<file path="src/design/lae_cfg.svh">
// Constants for the load align and extend data path.
`ifndef LAE_CFG_SVH
`define LAE_CFG_SVH

// Instruction field positions.
`define LAE_OPC_HI 31
`define LAE_OPC_LO 26
`define LAE_BASE_HI 25
`define LAE_BASE_LO 21
`define LAE_TGT_HI 20
`define LAE_TGT_LO 16
`define LAE_IMM_HI 15
`define LAE_IMM_LO 0

// Opcodes of the supported loads.
`define LAE_OPC_HALF_SIGNED 6'h21
`define LAE_OPC_HALF_ZERO 6'h25
`define LAE_OPC_UPPER_IMM 6'h0f
`define LAE_OPC_WORD_SIGNED 6'h23
`define LAE_OPC_WORD_LEFT 6'h22
`define LAE_OPC_WORD_RIGHT 6'h26

// Transfer size codes sent to memory (bytes minus one).
`define LAE_SIZE_HALF 3'h1
`define LAE_SIZE_WORD 3'h3
`define LAE_SIZE_PART_MAX 2'h3

// Byte offsets within the doubleword.
`define LAE_OFS_TOP 3'h7
`define LAE_OFS_ZERO 3'h0

// Reset values, fill constants and merge masks.
`define LAE_ZERO64 64'h0000_0000_0000_0000
`define LAE_ZERO32 32'h0000_0000
`define LAE_ONES32 32'hffff_ffff
`define LAE_LOW24 32'h00ff_ffff
`define LAE_ZERO16 16'h0000
`define LAE_ZERO48 48'h0000_0000_0000
`define LAE_REG_ZERO 5'h00

`endif

</file>
<file path="src/design/lae_pkg.sv">
// Types shared by the load align and extend data path.
package lae_pkg;

  typedef enum logic [3:0] {
    ST_IDLE = 4'b0001,
    ST_REQ = 4'b0010,
    ST_WAIT = 4'b0100,
    ST_SPARE = 4'b1000
  } lae_state_t;

  typedef enum logic [2:0] {
    KIND_NONE = 3'h0,
    KIND_HALF_SIGNED = 3'h1,
    KIND_HALF_ZERO = 3'h2,
    KIND_UPPER_IMM = 3'h3,
    KIND_WORD_SIGNED = 3'h4,
    KIND_WORD_LEFT = 3'h5,
    KIND_WORD_RIGHT = 3'h6
  } lae_kind_t;

  typedef enum logic [2:0] {
    EXC_NONE = 3'h0,
    EXC_ADDRESS = 3'h1,
    EXC_TLB_REFILL = 3'h2,
    EXC_TLB_INVALID = 3'h3,
    EXC_BUS = 3'h4
  } lae_exc_t;

endpackage

</file>
<file path="src/design/lae_merge.sv">
// Aligns, merges and extends returned memory data for one load.
`timescale 1ns/100ps
`include "lae_cfg.svh"

module lae_merge import lae_pkg::*; (
  // Load description.
  input wire lae_kind_t kind,
  input wire logic [2:0] dbl_byte,
  input wire logic [1:0] part_byte,
  input wire logic word_sel,
  input wire logic mode64,
  // Data.
  input wire logic [63:0] mem_rdata,
  input wire logic [63:0] old_value,
  output logic [63:0] result
);

  logic [63:0] shifted;
  logic [31:0] mem_word;
  logic [31:0] left_word;
  logic [31:0] right_word;
  logic [31:0] keep_left;
  logic [31:0] keep_right;
  logic [15:0] half;
  logic [31:0] word;

  assign shifted = mem_rdata >> {dbl_byte, 3'h0};
  assign half = shifted[15:0];
  assign word = shifted[31:0];
  assign mem_word = word_sel ? mem_rdata[63:32] : mem_rdata[31:0];
  // Left part: memory bytes go to the top, lower register bytes are kept.
  assign keep_left = `LAE_LOW24 >> {part_byte, 3'h0};
  assign left_word = (mem_word << {2'(`LAE_SIZE_PART_MAX - part_byte), 3'h0})
    | (old_value[31:0] & keep_left); // [RULE_08]
  // Right part: memory bytes go to the bottom, upper register bytes are kept.
  assign keep_right = ~(`LAE_ONES32 >> {part_byte, 3'h0});
  assign right_word = (mem_word >> {part_byte, 3'h0}) | (old_value[31:0] & keep_right); // [RULE_09]

  always_comb begin
    result = `LAE_ZERO64;
    unique case (kind)
      KIND_HALF_SIGNED: result = {{48{half[15]}}, half}; // [RULE_02]
      KIND_HALF_ZERO: result = {`LAE_ZERO48, half}; // [RULE_03]
      KIND_WORD_SIGNED: result = {mode64 ? {32{word[31]}} : `LAE_ZERO32, word}; // [RULE_06]
      KIND_WORD_LEFT: result = {{32{left_word[31]}}, left_word}; // [RULE_11]
      KIND_WORD_RIGHT: result = {{32{right_word[31]}}, right_word}; // [RULE_11]
      default: result = `LAE_ZERO64;
    endcase
  end

endmodule

</file>
<file path="src/design/lae_top.sv">
// Load data path: address forming, alignment check, memory request and result write-back.
// Operation
// [RULE_01] Virtual address is sign-extended 16-bit offset plus base register contents.
// [RULE_02] Signed halfword load sign-extends the fetched halfword into the target register.
// [RULE_03] Unsigned halfword load zero-fills the upper 48 target bits.
// [RULE_04] Halfword loads with address bit 0 set raise address error, no load.
// [RULE_05] Upper-immediate load puts immediate in bits 31:16, sign-extended, no memory access; code zero-fills bits 63:32 outside 64-bit mode.
// [RULE_06] Word load fetches 32 bits, sign-extended from bit 31 in 64-bit mode.
// [RULE_07] Word load with either low address bit set raises address error.
// [RULE_08] Left part load fills from the top byte down, keeping lower bytes.
// [RULE_09] Right part load fills from the bottom byte up, keeping upper bytes.
// [RULE_10] Part loads read one to four bytes from one aligned word.
// [RULE_11] Part loads replicate merged bit 31 into the upper 32 bits.
// [RULE_12] Part loads never raise an alignment address error.
// [RULE_13] Target register value is forwarded so back-to-back loads merge correctly.
// [RULE_14] Left part load with little-order memory clears low offset bits.
// [RULE_15] Right part load with big-order memory clears low offset bits.
// [RULE_16] Byte index is address 1:0 xor CPU order; word select bit 2 xor it.
// [RULE_17] Part load size code is bytes transferred minus one, 0 to 3.
// [RULE_18] Low offset is 0 or 4 little-order, 7 minus index big-order left.
// [RULE_19] Halfword loads request halfword size, offset flipped by user byte-order flip.
// [RULE_20] Memory faults are reported as exceptions instead of writing the target.
// [RULE_21] Opcode bits 31:26, base 25:21, target 20:16, offset 15:0.
`timescale 1ns/100ps
`include "lae_cfg.svh"

module lae_top import lae_pkg::*; (
  // Clock and reset.
  input wire logic clock,
  input wire logic reset_n,
  // Instruction issue.
  input wire logic issue_valid,
  output logic issue_ready,
  input wire logic [31:0] instr,
  output logic [4:0] base_reg_index,
  input wire logic [63:0] base_value,
  input wire logic [63:0] target_value,
  // Mode and byte order settings.
  input wire logic mode64,
  input wire logic cpu_byte_order_big,
  input wire logic memory_byte_order_big,
  input wire logic user_byte_order_flip,
  // Memory request.
  output logic mem_req_valid,
  input wire logic mem_req_ready,
  output logic [63:0] mem_vaddr,
  output logic [2:0] mem_low_addr,
  output logic [2:0] transfer_size_code,
  // Memory answer.
  input wire logic mem_resp_valid,
  input wire logic [63:0] mem_rdata,
  input wire logic tlb_refill,
  input wire logic tlb_invalid,
  input wire logic bus_error,
  // Register write-back.
  output logic wb_valid,
  output logic [4:0] target_reg,
  output logic [63:0] wb_data,
  // Exception report.
  output logic exc_valid,
  output lae_exc_t exc_code,
  output logic [63:0] exc_vaddr
);

  lae_state_t state_reg;
  lae_state_t state_next;
  lae_kind_t kind_reg;
  logic [63:0] vaddr_reg;
  logic [63:0] old_reg;
  logic [4:0] tgt_reg;
  logic mode64_reg;
  logic cpu_big_reg;
  logic mem_big_reg;
  logic flip_reg;
  logic wb_valid_reg;
  logic [4:0] wb_reg_reg;
  logic [63:0] wb_data_reg;
  logic exc_valid_reg;
  lae_exc_t exc_code_reg;
  logic [63:0] exc_vaddr_reg;

  // Decode of the issued instruction.
  logic [5:0] opcode;
  logic [4:0] issue_tgt;
  logic [15:0] imm;
  lae_kind_t issue_kind;
  logic [63:0] issue_vaddr;
  logic take;
  logic is_half;
  logic is_word;
  logic is_part;
  logic misaligned;
  logic [63:0] merge_old;
  logic [31:0] upper_word;
  logic [63:0] upper_value;

  assign opcode = instr[`LAE_OPC_HI:`LAE_OPC_LO]; // [RULE_21]
  assign base_reg_index = instr[`LAE_BASE_HI:`LAE_BASE_LO]; // [RULE_21]
  assign issue_tgt = instr[`LAE_TGT_HI:`LAE_TGT_LO]; // [RULE_21]
  assign imm = instr[`LAE_IMM_HI:`LAE_IMM_LO]; // [RULE_21]
  assign issue_kind = (opcode == `LAE_OPC_HALF_SIGNED) ? KIND_HALF_SIGNED
    : (opcode == `LAE_OPC_HALF_ZERO) ? KIND_HALF_ZERO
    : (opcode == `LAE_OPC_UPPER_IMM) ? KIND_UPPER_IMM
    : (opcode == `LAE_OPC_WORD_SIGNED) ? KIND_WORD_SIGNED
    : (opcode == `LAE_OPC_WORD_LEFT) ? KIND_WORD_LEFT
    : (opcode == `LAE_OPC_WORD_RIGHT) ? KIND_WORD_RIGHT
    : KIND_NONE;
  assign issue_vaddr = base_value + {{48{imm[15]}}, imm}; // [RULE_01]
  assign issue_ready = (state_reg == ST_IDLE);
  assign take = issue_valid && issue_ready && (issue_kind != KIND_NONE);
  assign is_half = (issue_kind == KIND_HALF_SIGNED) || (issue_kind == KIND_HALF_ZERO);
  assign is_word = (issue_kind == KIND_WORD_SIGNED);
  assign is_part = (issue_kind == KIND_WORD_LEFT) || (issue_kind == KIND_WORD_RIGHT);
  // Part loads take no alignment check at all.
  assign misaligned = (is_half && issue_vaddr[0]) // [RULE_04]
    || (is_word && (issue_vaddr[1:0] != 2'h0)); // [RULE_07] [RULE_12]
  // The register file has not yet seen a write made in the previous cycle.
  assign merge_old = (wb_valid_reg && (wb_reg_reg == issue_tgt)) ? wb_data_reg : target_value; // [RULE_13]
  assign upper_word = {imm, `LAE_ZERO16};
  assign upper_value = {mode64 ? {32{upper_word[31]}} : `LAE_ZERO32, upper_word}; // [RULE_05]

  // Memory request fields, formed from the held load.
  logic [1:0] part_byte;
  logic word_sel;
  logic [2:0] flip3;
  logic [2:0] dbl_byte;
  logic [2:0] part_ofs;
  logic [2:0] req_low;
  logic [2:0] req_size;
  logic req_left;
  logic req_right;

  assign req_left = (kind_reg == KIND_WORD_LEFT);
  assign req_right = (kind_reg == KIND_WORD_RIGHT);
  assign part_byte = vaddr_reg[1:0] ^ {2{cpu_big_reg}}; // [RULE_16]
  assign word_sel = vaddr_reg[2] ^ cpu_big_reg; // [RULE_16]
  assign flip3 = {3{flip_reg}};
  // Byte position of halfword and word data inside the returned doubleword.
  assign dbl_byte = (kind_reg == KIND_WORD_SIGNED) ? (vaddr_reg[2:0] ^ {cpu_big_reg, 2'h0})
    : (vaddr_reg[2:0] ^ {cpu_big_reg, cpu_big_reg, 1'b0});
  assign part_ofs = req_left ? (mem_big_reg ? (`LAE_OFS_TOP - {word_sel, part_byte})
      : {word_sel, 2'h0}) // [RULE_14] [RULE_18]
    : (mem_big_reg ? {~word_sel, 2'h0} : {word_sel, part_byte}); // [RULE_15] [RULE_18]
  assign req_low = (req_left || req_right) ? (part_ofs ^ flip3)
    : (kind_reg == KIND_WORD_SIGNED) ? (vaddr_reg[2:0] ^ {flip_reg, 2'h0})
    : (vaddr_reg[2:0] ^ {flip_reg, flip_reg, 1'b0}); // [RULE_19]
  // Part loads stay inside one aligned word, so one to four bytes move.
  assign req_size = req_left ? {1'b0, part_byte} // [RULE_10] [RULE_17]
    : req_right ? {1'b0, 2'(`LAE_SIZE_PART_MAX - part_byte)} // [RULE_17]
    : (kind_reg == KIND_WORD_SIGNED) ? `LAE_SIZE_WORD
    : `LAE_SIZE_HALF; // [RULE_19]

  assign mem_req_valid = (state_reg == ST_REQ);
  assign mem_vaddr = vaddr_reg;
  assign mem_low_addr = req_low;
  assign transfer_size_code = req_size;

  // Answer handling.
  logic [63:0] merged;
  logic fault;
  lae_exc_t fault_code;

  lae_merge merge_unit (
    .kind(kind_reg),
    .dbl_byte(dbl_byte),
    .part_byte(part_byte),
    .word_sel(word_sel),
    .mode64(mode64_reg),
    .mem_rdata(mem_rdata),
    .old_value(old_reg),
    .result(merged)
  );

  assign fault = tlb_refill || tlb_invalid || bus_error;
  assign fault_code = tlb_refill ? EXC_TLB_REFILL : tlb_invalid ? EXC_TLB_INVALID : EXC_BUS;

  always_comb begin
    state_next = state_reg;
    unique case (state_reg)
      ST_IDLE: begin
        if (take && !misaligned && (issue_kind != KIND_UPPER_IMM)) begin
          state_next = ST_REQ;
        end
      end
      ST_REQ: begin
        if (mem_req_ready) begin
          state_next = ST_WAIT;
        end
      end
      ST_WAIT: begin
        if (mem_resp_valid) begin
          state_next = ST_IDLE;
        end
      end
      default: state_next = ST_IDLE;
    endcase
  end

  always_ff @(posedge clock) begin
    if (!reset_n) begin
      state_reg <= ST_IDLE;
    end else begin
      state_reg <= state_next;
    end
  end

  // Load description held while the request is outstanding.
  always_ff @(posedge clock) begin
    if (!reset_n) begin
      kind_reg <= KIND_NONE;
      vaddr_reg <= `LAE_ZERO64;
      old_reg <= `LAE_ZERO64;
      tgt_reg <= `LAE_REG_ZERO;
      mode64_reg <= 1'b0;
      cpu_big_reg <= 1'b0;
      mem_big_reg <= 1'b0;
      flip_reg <= 1'b0;
    end else if (take) begin
      kind_reg <= issue_kind;
      vaddr_reg <= issue_vaddr;
      old_reg <= merge_old; // [RULE_13]
      tgt_reg <= issue_tgt;
      mode64_reg <= mode64;
      cpu_big_reg <= cpu_byte_order_big;
      mem_big_reg <= memory_byte_order_big;
      flip_reg <= user_byte_order_flip;
    end
  end

  // Write-back pulse.
  always_ff @(posedge clock) begin
    if (!reset_n) begin
      wb_valid_reg <= 1'b0;
      wb_reg_reg <= `LAE_REG_ZERO;
      wb_data_reg <= `LAE_ZERO64;
    end else if (take && (issue_kind == KIND_UPPER_IMM)) begin
      wb_valid_reg <= 1'b1; // [RULE_05]
      wb_reg_reg <= issue_tgt;
      wb_data_reg <= upper_value;
    end else if ((state_reg == ST_WAIT) && mem_resp_valid && !fault) begin
      wb_valid_reg <= 1'b1;
      wb_reg_reg <= tgt_reg;
      wb_data_reg <= merged;
    end else begin
      wb_valid_reg <= 1'b0;
    end
  end

  // Exception pulse; a faulting load never writes its target.
  always_ff @(posedge clock) begin
    if (!reset_n) begin
      exc_valid_reg <= 1'b0;
      exc_code_reg <= EXC_NONE;
      exc_vaddr_reg <= `LAE_ZERO64;
    end else if (take && misaligned) begin
      exc_valid_reg <= 1'b1; // [RULE_04] [RULE_07]
      exc_code_reg <= EXC_ADDRESS;
      exc_vaddr_reg <= issue_vaddr;
    end else if ((state_reg == ST_WAIT) && mem_resp_valid && fault) begin
      exc_valid_reg <= 1'b1; // [RULE_20]
      exc_code_reg <= fault_code;
      exc_vaddr_reg <= vaddr_reg;
    end else begin
      exc_valid_reg <= 1'b0;
    end
  end

  assign wb_valid = wb_valid_reg;
  assign target_reg = wb_reg_reg;
  assign wb_data = wb_data_reg;
  assign exc_valid = exc_valid_reg;
  assign exc_code = exc_code_reg;
  assign exc_vaddr = exc_vaddr_reg;
endmodule

</file>
<file path="config.mk">
export PLATFORM = sky130hd
export DESIGN_NAME = lae_top
export DESIGN_NICKNAME = d
export VERILOG_FILES = /design/src/design/lae_pkg.sv /design/src/design/lae_merge.sv /design/src/design/lae_top.sv
export VERILOG_INCLUDE_DIRS = /design/src /design/src/design
export SDC_FILE = /design/constraint.sdc
export NUM_CORES = 1
export LEC_CHECK = 0
export BUFFER_PORTS_ARGS = -buffer_cell sky130_fd_sc_hd__buf_2
export CORE_ASPECT_RATIO = 0.8
export CORE_MARGIN = 3
export CORE_UTILIZATION = 50
export DETAILED_ROUTE_END_ITERATION = 8
export PLACE_DENSITY_LB_ADDON = 0.25
export SLEW_MARGIN = 10
export SYNTH_ARGS = -nofsm -noshare
export SYNTH_HDL_FRONTEND = slang
export SYNTH_SLANG_ARGS = --single-unit
</file>
<file path="constraint.sdc">
create_clock -name clock -period 4.2 [get_ports clock]
set_clock_uncertainty 0.2 [all_clocks]
set_input_delay 0.84 -clock clock [delete_from_list [all_inputs] [get_ports clock]]
set_output_delay 0.84 -clock clock [all_outputs]
set_load 0.02 [all_outputs]
</file>
==> results.cfg <==
[status]
outcome = complete, no violations

[synthesis]
yosysMostFrequentCell = nand2_1
ys_types = 89
ys_seq_area_frac = 0.2585
syn_inst = 2202
avgSynthCellArea_um2 = 7.667
synth.area.top_cells = dfxtp_1 (26%), mux2i_1 (8.0%), a21oi_1 (6.7%)
async_flop_share = 0
yosysWarnings = 0
netlist_top_cells_count = nand2_1 (269), a21oi_1 (227), dfxtp_1 (218), nor2_1 (172), mux2i_1 (135)
synth_top_area_share = 0.2585
synth_edf_count = 0
synth-seq-cells = 218
synth-main-ff-cell = dfxtp_1
synthesis.nets = 2502
syn_area_mm2 = 0.01688
synth_top_area_cell = dfxtp_1

[pwr]
power_frac_clock = 0.408
p_leak_nw = 8.311
comb_power_share = 0.244
switching_share = 0.3182
power_mw = 6.202
internal_power_mw = 4.228
seqPwrFrac = 0.348
power.switching_mw = 1.974
p_per_area_mw_per_mm2 = 306.6
ir_drop_v = 0.0003090

[timing]
hold_violations = 0
fin_crit_ns = 3.812
fin_tns_setup_ns = 0
worst_pin_slew_ns = 1.015
max_freq_mhz = 262.4
hold_slack_ns = 0.2600
layout_worst_path_cycle_share = 0.9075
setup_violations = 0
layout_setup_ws_ns = 0.3884
slew_headroom = 0.3230
grt_setup_unrepaired = no
slew_viol_final = 0

[setup_path]
endpoint_kind = output port
cp.required_ns = 3.16
critPathKind = reg2out
crit_fanout = 9
start_kind = flop
cp_data_arrival_time_ns = 2.77

[cts]
cts.path.max_buffers = 3
cts_buffers = 26
postCtsSetupBuffers = 0
clock_sinks = 218
cts_root_buf = clkbuf_16
ctsHtreeMaxLevel = 1
cts_tree = built
clk_pin_slew_ns = 0.06
cts_hold_buf = 0
clk_latency_ns = 0.57

[floorplan]
initial_core_util = 0.5128
die_y_um = 170.4
num_rows = 59
die_w_um = 211.5
num_io_pins = 451
coreArea_mm2 = 0.03292
dieArea_mm2 = 0.03602

[grt]
antenna_found_initial = 6
grt_use_total = 0.3447
grt_max_degree = 91
grt-ovfl-total = 0
grt_pass1_wl_mm = 98.78
grt_pass1_vias = 17210

[routing]
drt_iter0_markers = 1930
drt_first_pass_iters = 6
finalWirelength_mm = 65.77
route.detailed.drc = 0
num_vias = 18720
wire_per_inst_um = 22.28
via_per_inst = 6.340
postRouteAntennaNets = 0

[job]
cap_violations = 0

[finish]
regArea_mm2 = 0.004369
drive_above_1_share = 0.2440
nets = 2803
fill_cells = 2954
final_cells = 2952
multiInputGateArea_mm2 = 0.01148
areaGrowthSynthToFinish_pct = 19.80

[place]
gp_congestion = 0.9836
dp.final_hpwl_mm = 49.58
io_buffer_count = 407
post-place-ws_ns = 0.03587
place_inst = 2902

[worst_hold_path]
min_path_type = reg2reg
[layer usage]
layer / wire (um) / GRT usage
met4: 2159 / 0.1155
met3: 7745 / 0.09915
met2: 28000 / 0.5128
met5: 27 / 0
met1: 27840 / 0.4797
[power groups by stage]
stage / Clock (mW) / Sequential (mW) / Combinational, mW
global placement: 0 / 2.20 / 1.46
CTS: 2.56 / 2.15 / 1.49
detailed placement: 0 / 2.20 / 1.47
global route: 2.64 / 2.16 / 1.64
finish: 2.53 / 2.16 / 1.52
floorplan: 0 / 2.23 / 0.931
[layout by cell type, fill, tap and decap left out, types with 8 or more instances in the layout]
master	instances
buf_2	407
nand2_1	269
a21oi_1	227
dfxtp_1	216
nor2_1	170
mux2i_1	135
o21ai_0	114
buf_4	82
a211oi_1	70
nand3_1	63
ha_1	63
o22ai_1	45
nor3_1	36
nand4_1	34
a31oi_1	34
xnor2_1	33
xor2_1	33
a21o_1	30
o221ai_1	29
and3_1	29
a22oi_1	28
inv_1	26
clkbuf_16	26
mux4_2	25
and2_1	22
o211ai_1	21
o21a_1	20
o21bai_1	15
nor4_1	12
a21boi_0	12
nor2b_1	11
or2_2	9
o21ai_1	9
or3_1	8
[final cells by class]
type | count | area share
clock inverter | 11 | 0.01107
multi-input combinational | 1735 | 0.5675
inverter | 27 | 0.005134
tap | 427 | 0.02641
sequential | 218 | 0.2160
antenna | 4 | 0.0004949
clock buffer | 35 | 0.03631
timing repair buffer | 495 | 0.1371
[worst max-delay path, cell delays in order, from the launching register on]
cell,delay [ns]
dfxtp_1,0.55
inv_1,0.14
nor2_2,0.29
inv_1,0.11
or3_1,0.31
nand2_1,0.07
nand3_1,0.07
o311ai_0,0.10
o21ai_0,0.14
a21oi_1,0.21
buf_2,0.21
[path summary, 6_finish.rpt]
path                             startpoint              end  slack [ns]  cells past startpoint
worst max register to register  cpu_big_reg       wb_data[2]        0.62                      8
worst min register to register   mode64_reg       mode64_reg        0.26                      2
worst min-delay path             mode64_reg       mode64_reg        0.26                      2
worst max-delay path            kind_reg[2]  mem_low_addr[1]        0.39                     10
[repair_timing]
action / in CTS / in global routing
setup endpoints to repair: 0 / 1
gates resized for setup: 0 / 2
endpoints found under the hold margin: 0 / 0
[per-stage QoR]
step / cell area (um^2) / util
4_1_cts: 20210 / 0.6139
3_3_place_gp: 19250 / 0.5848
3_5_place_dp: 19250 / 0.5848
2_1_floorplan: 16880 / -
6_report: 20230 / 0.6144
5_1_grt: 20230 / 0.6144
[cells by family (layout without fill, tap and decap cells)]
| kind of cell | after synthesis | in the layout | share of synthesized area |
|---|---|---|---|
| xor gates and xnor gates | 71 | 71 | 0.03728 |
| AOI/OAI and AO/OA | 732 | 732 | 0.2800 |
| DFF | 218 | 218 | 0.2585 |
| and+or+nand+nor | 705 | 705 | 0.1939 |
| muxes | 162 | 162 | 0.1147 |
| buffers and inverters | 249 | 568 | 0.06751 |
| adders and majority gates | 64 | 64 | 0.04787 |
| other | 1 | 5 | 0.0002221 |
Note: power is estimated with default switching activity, not from simulation.
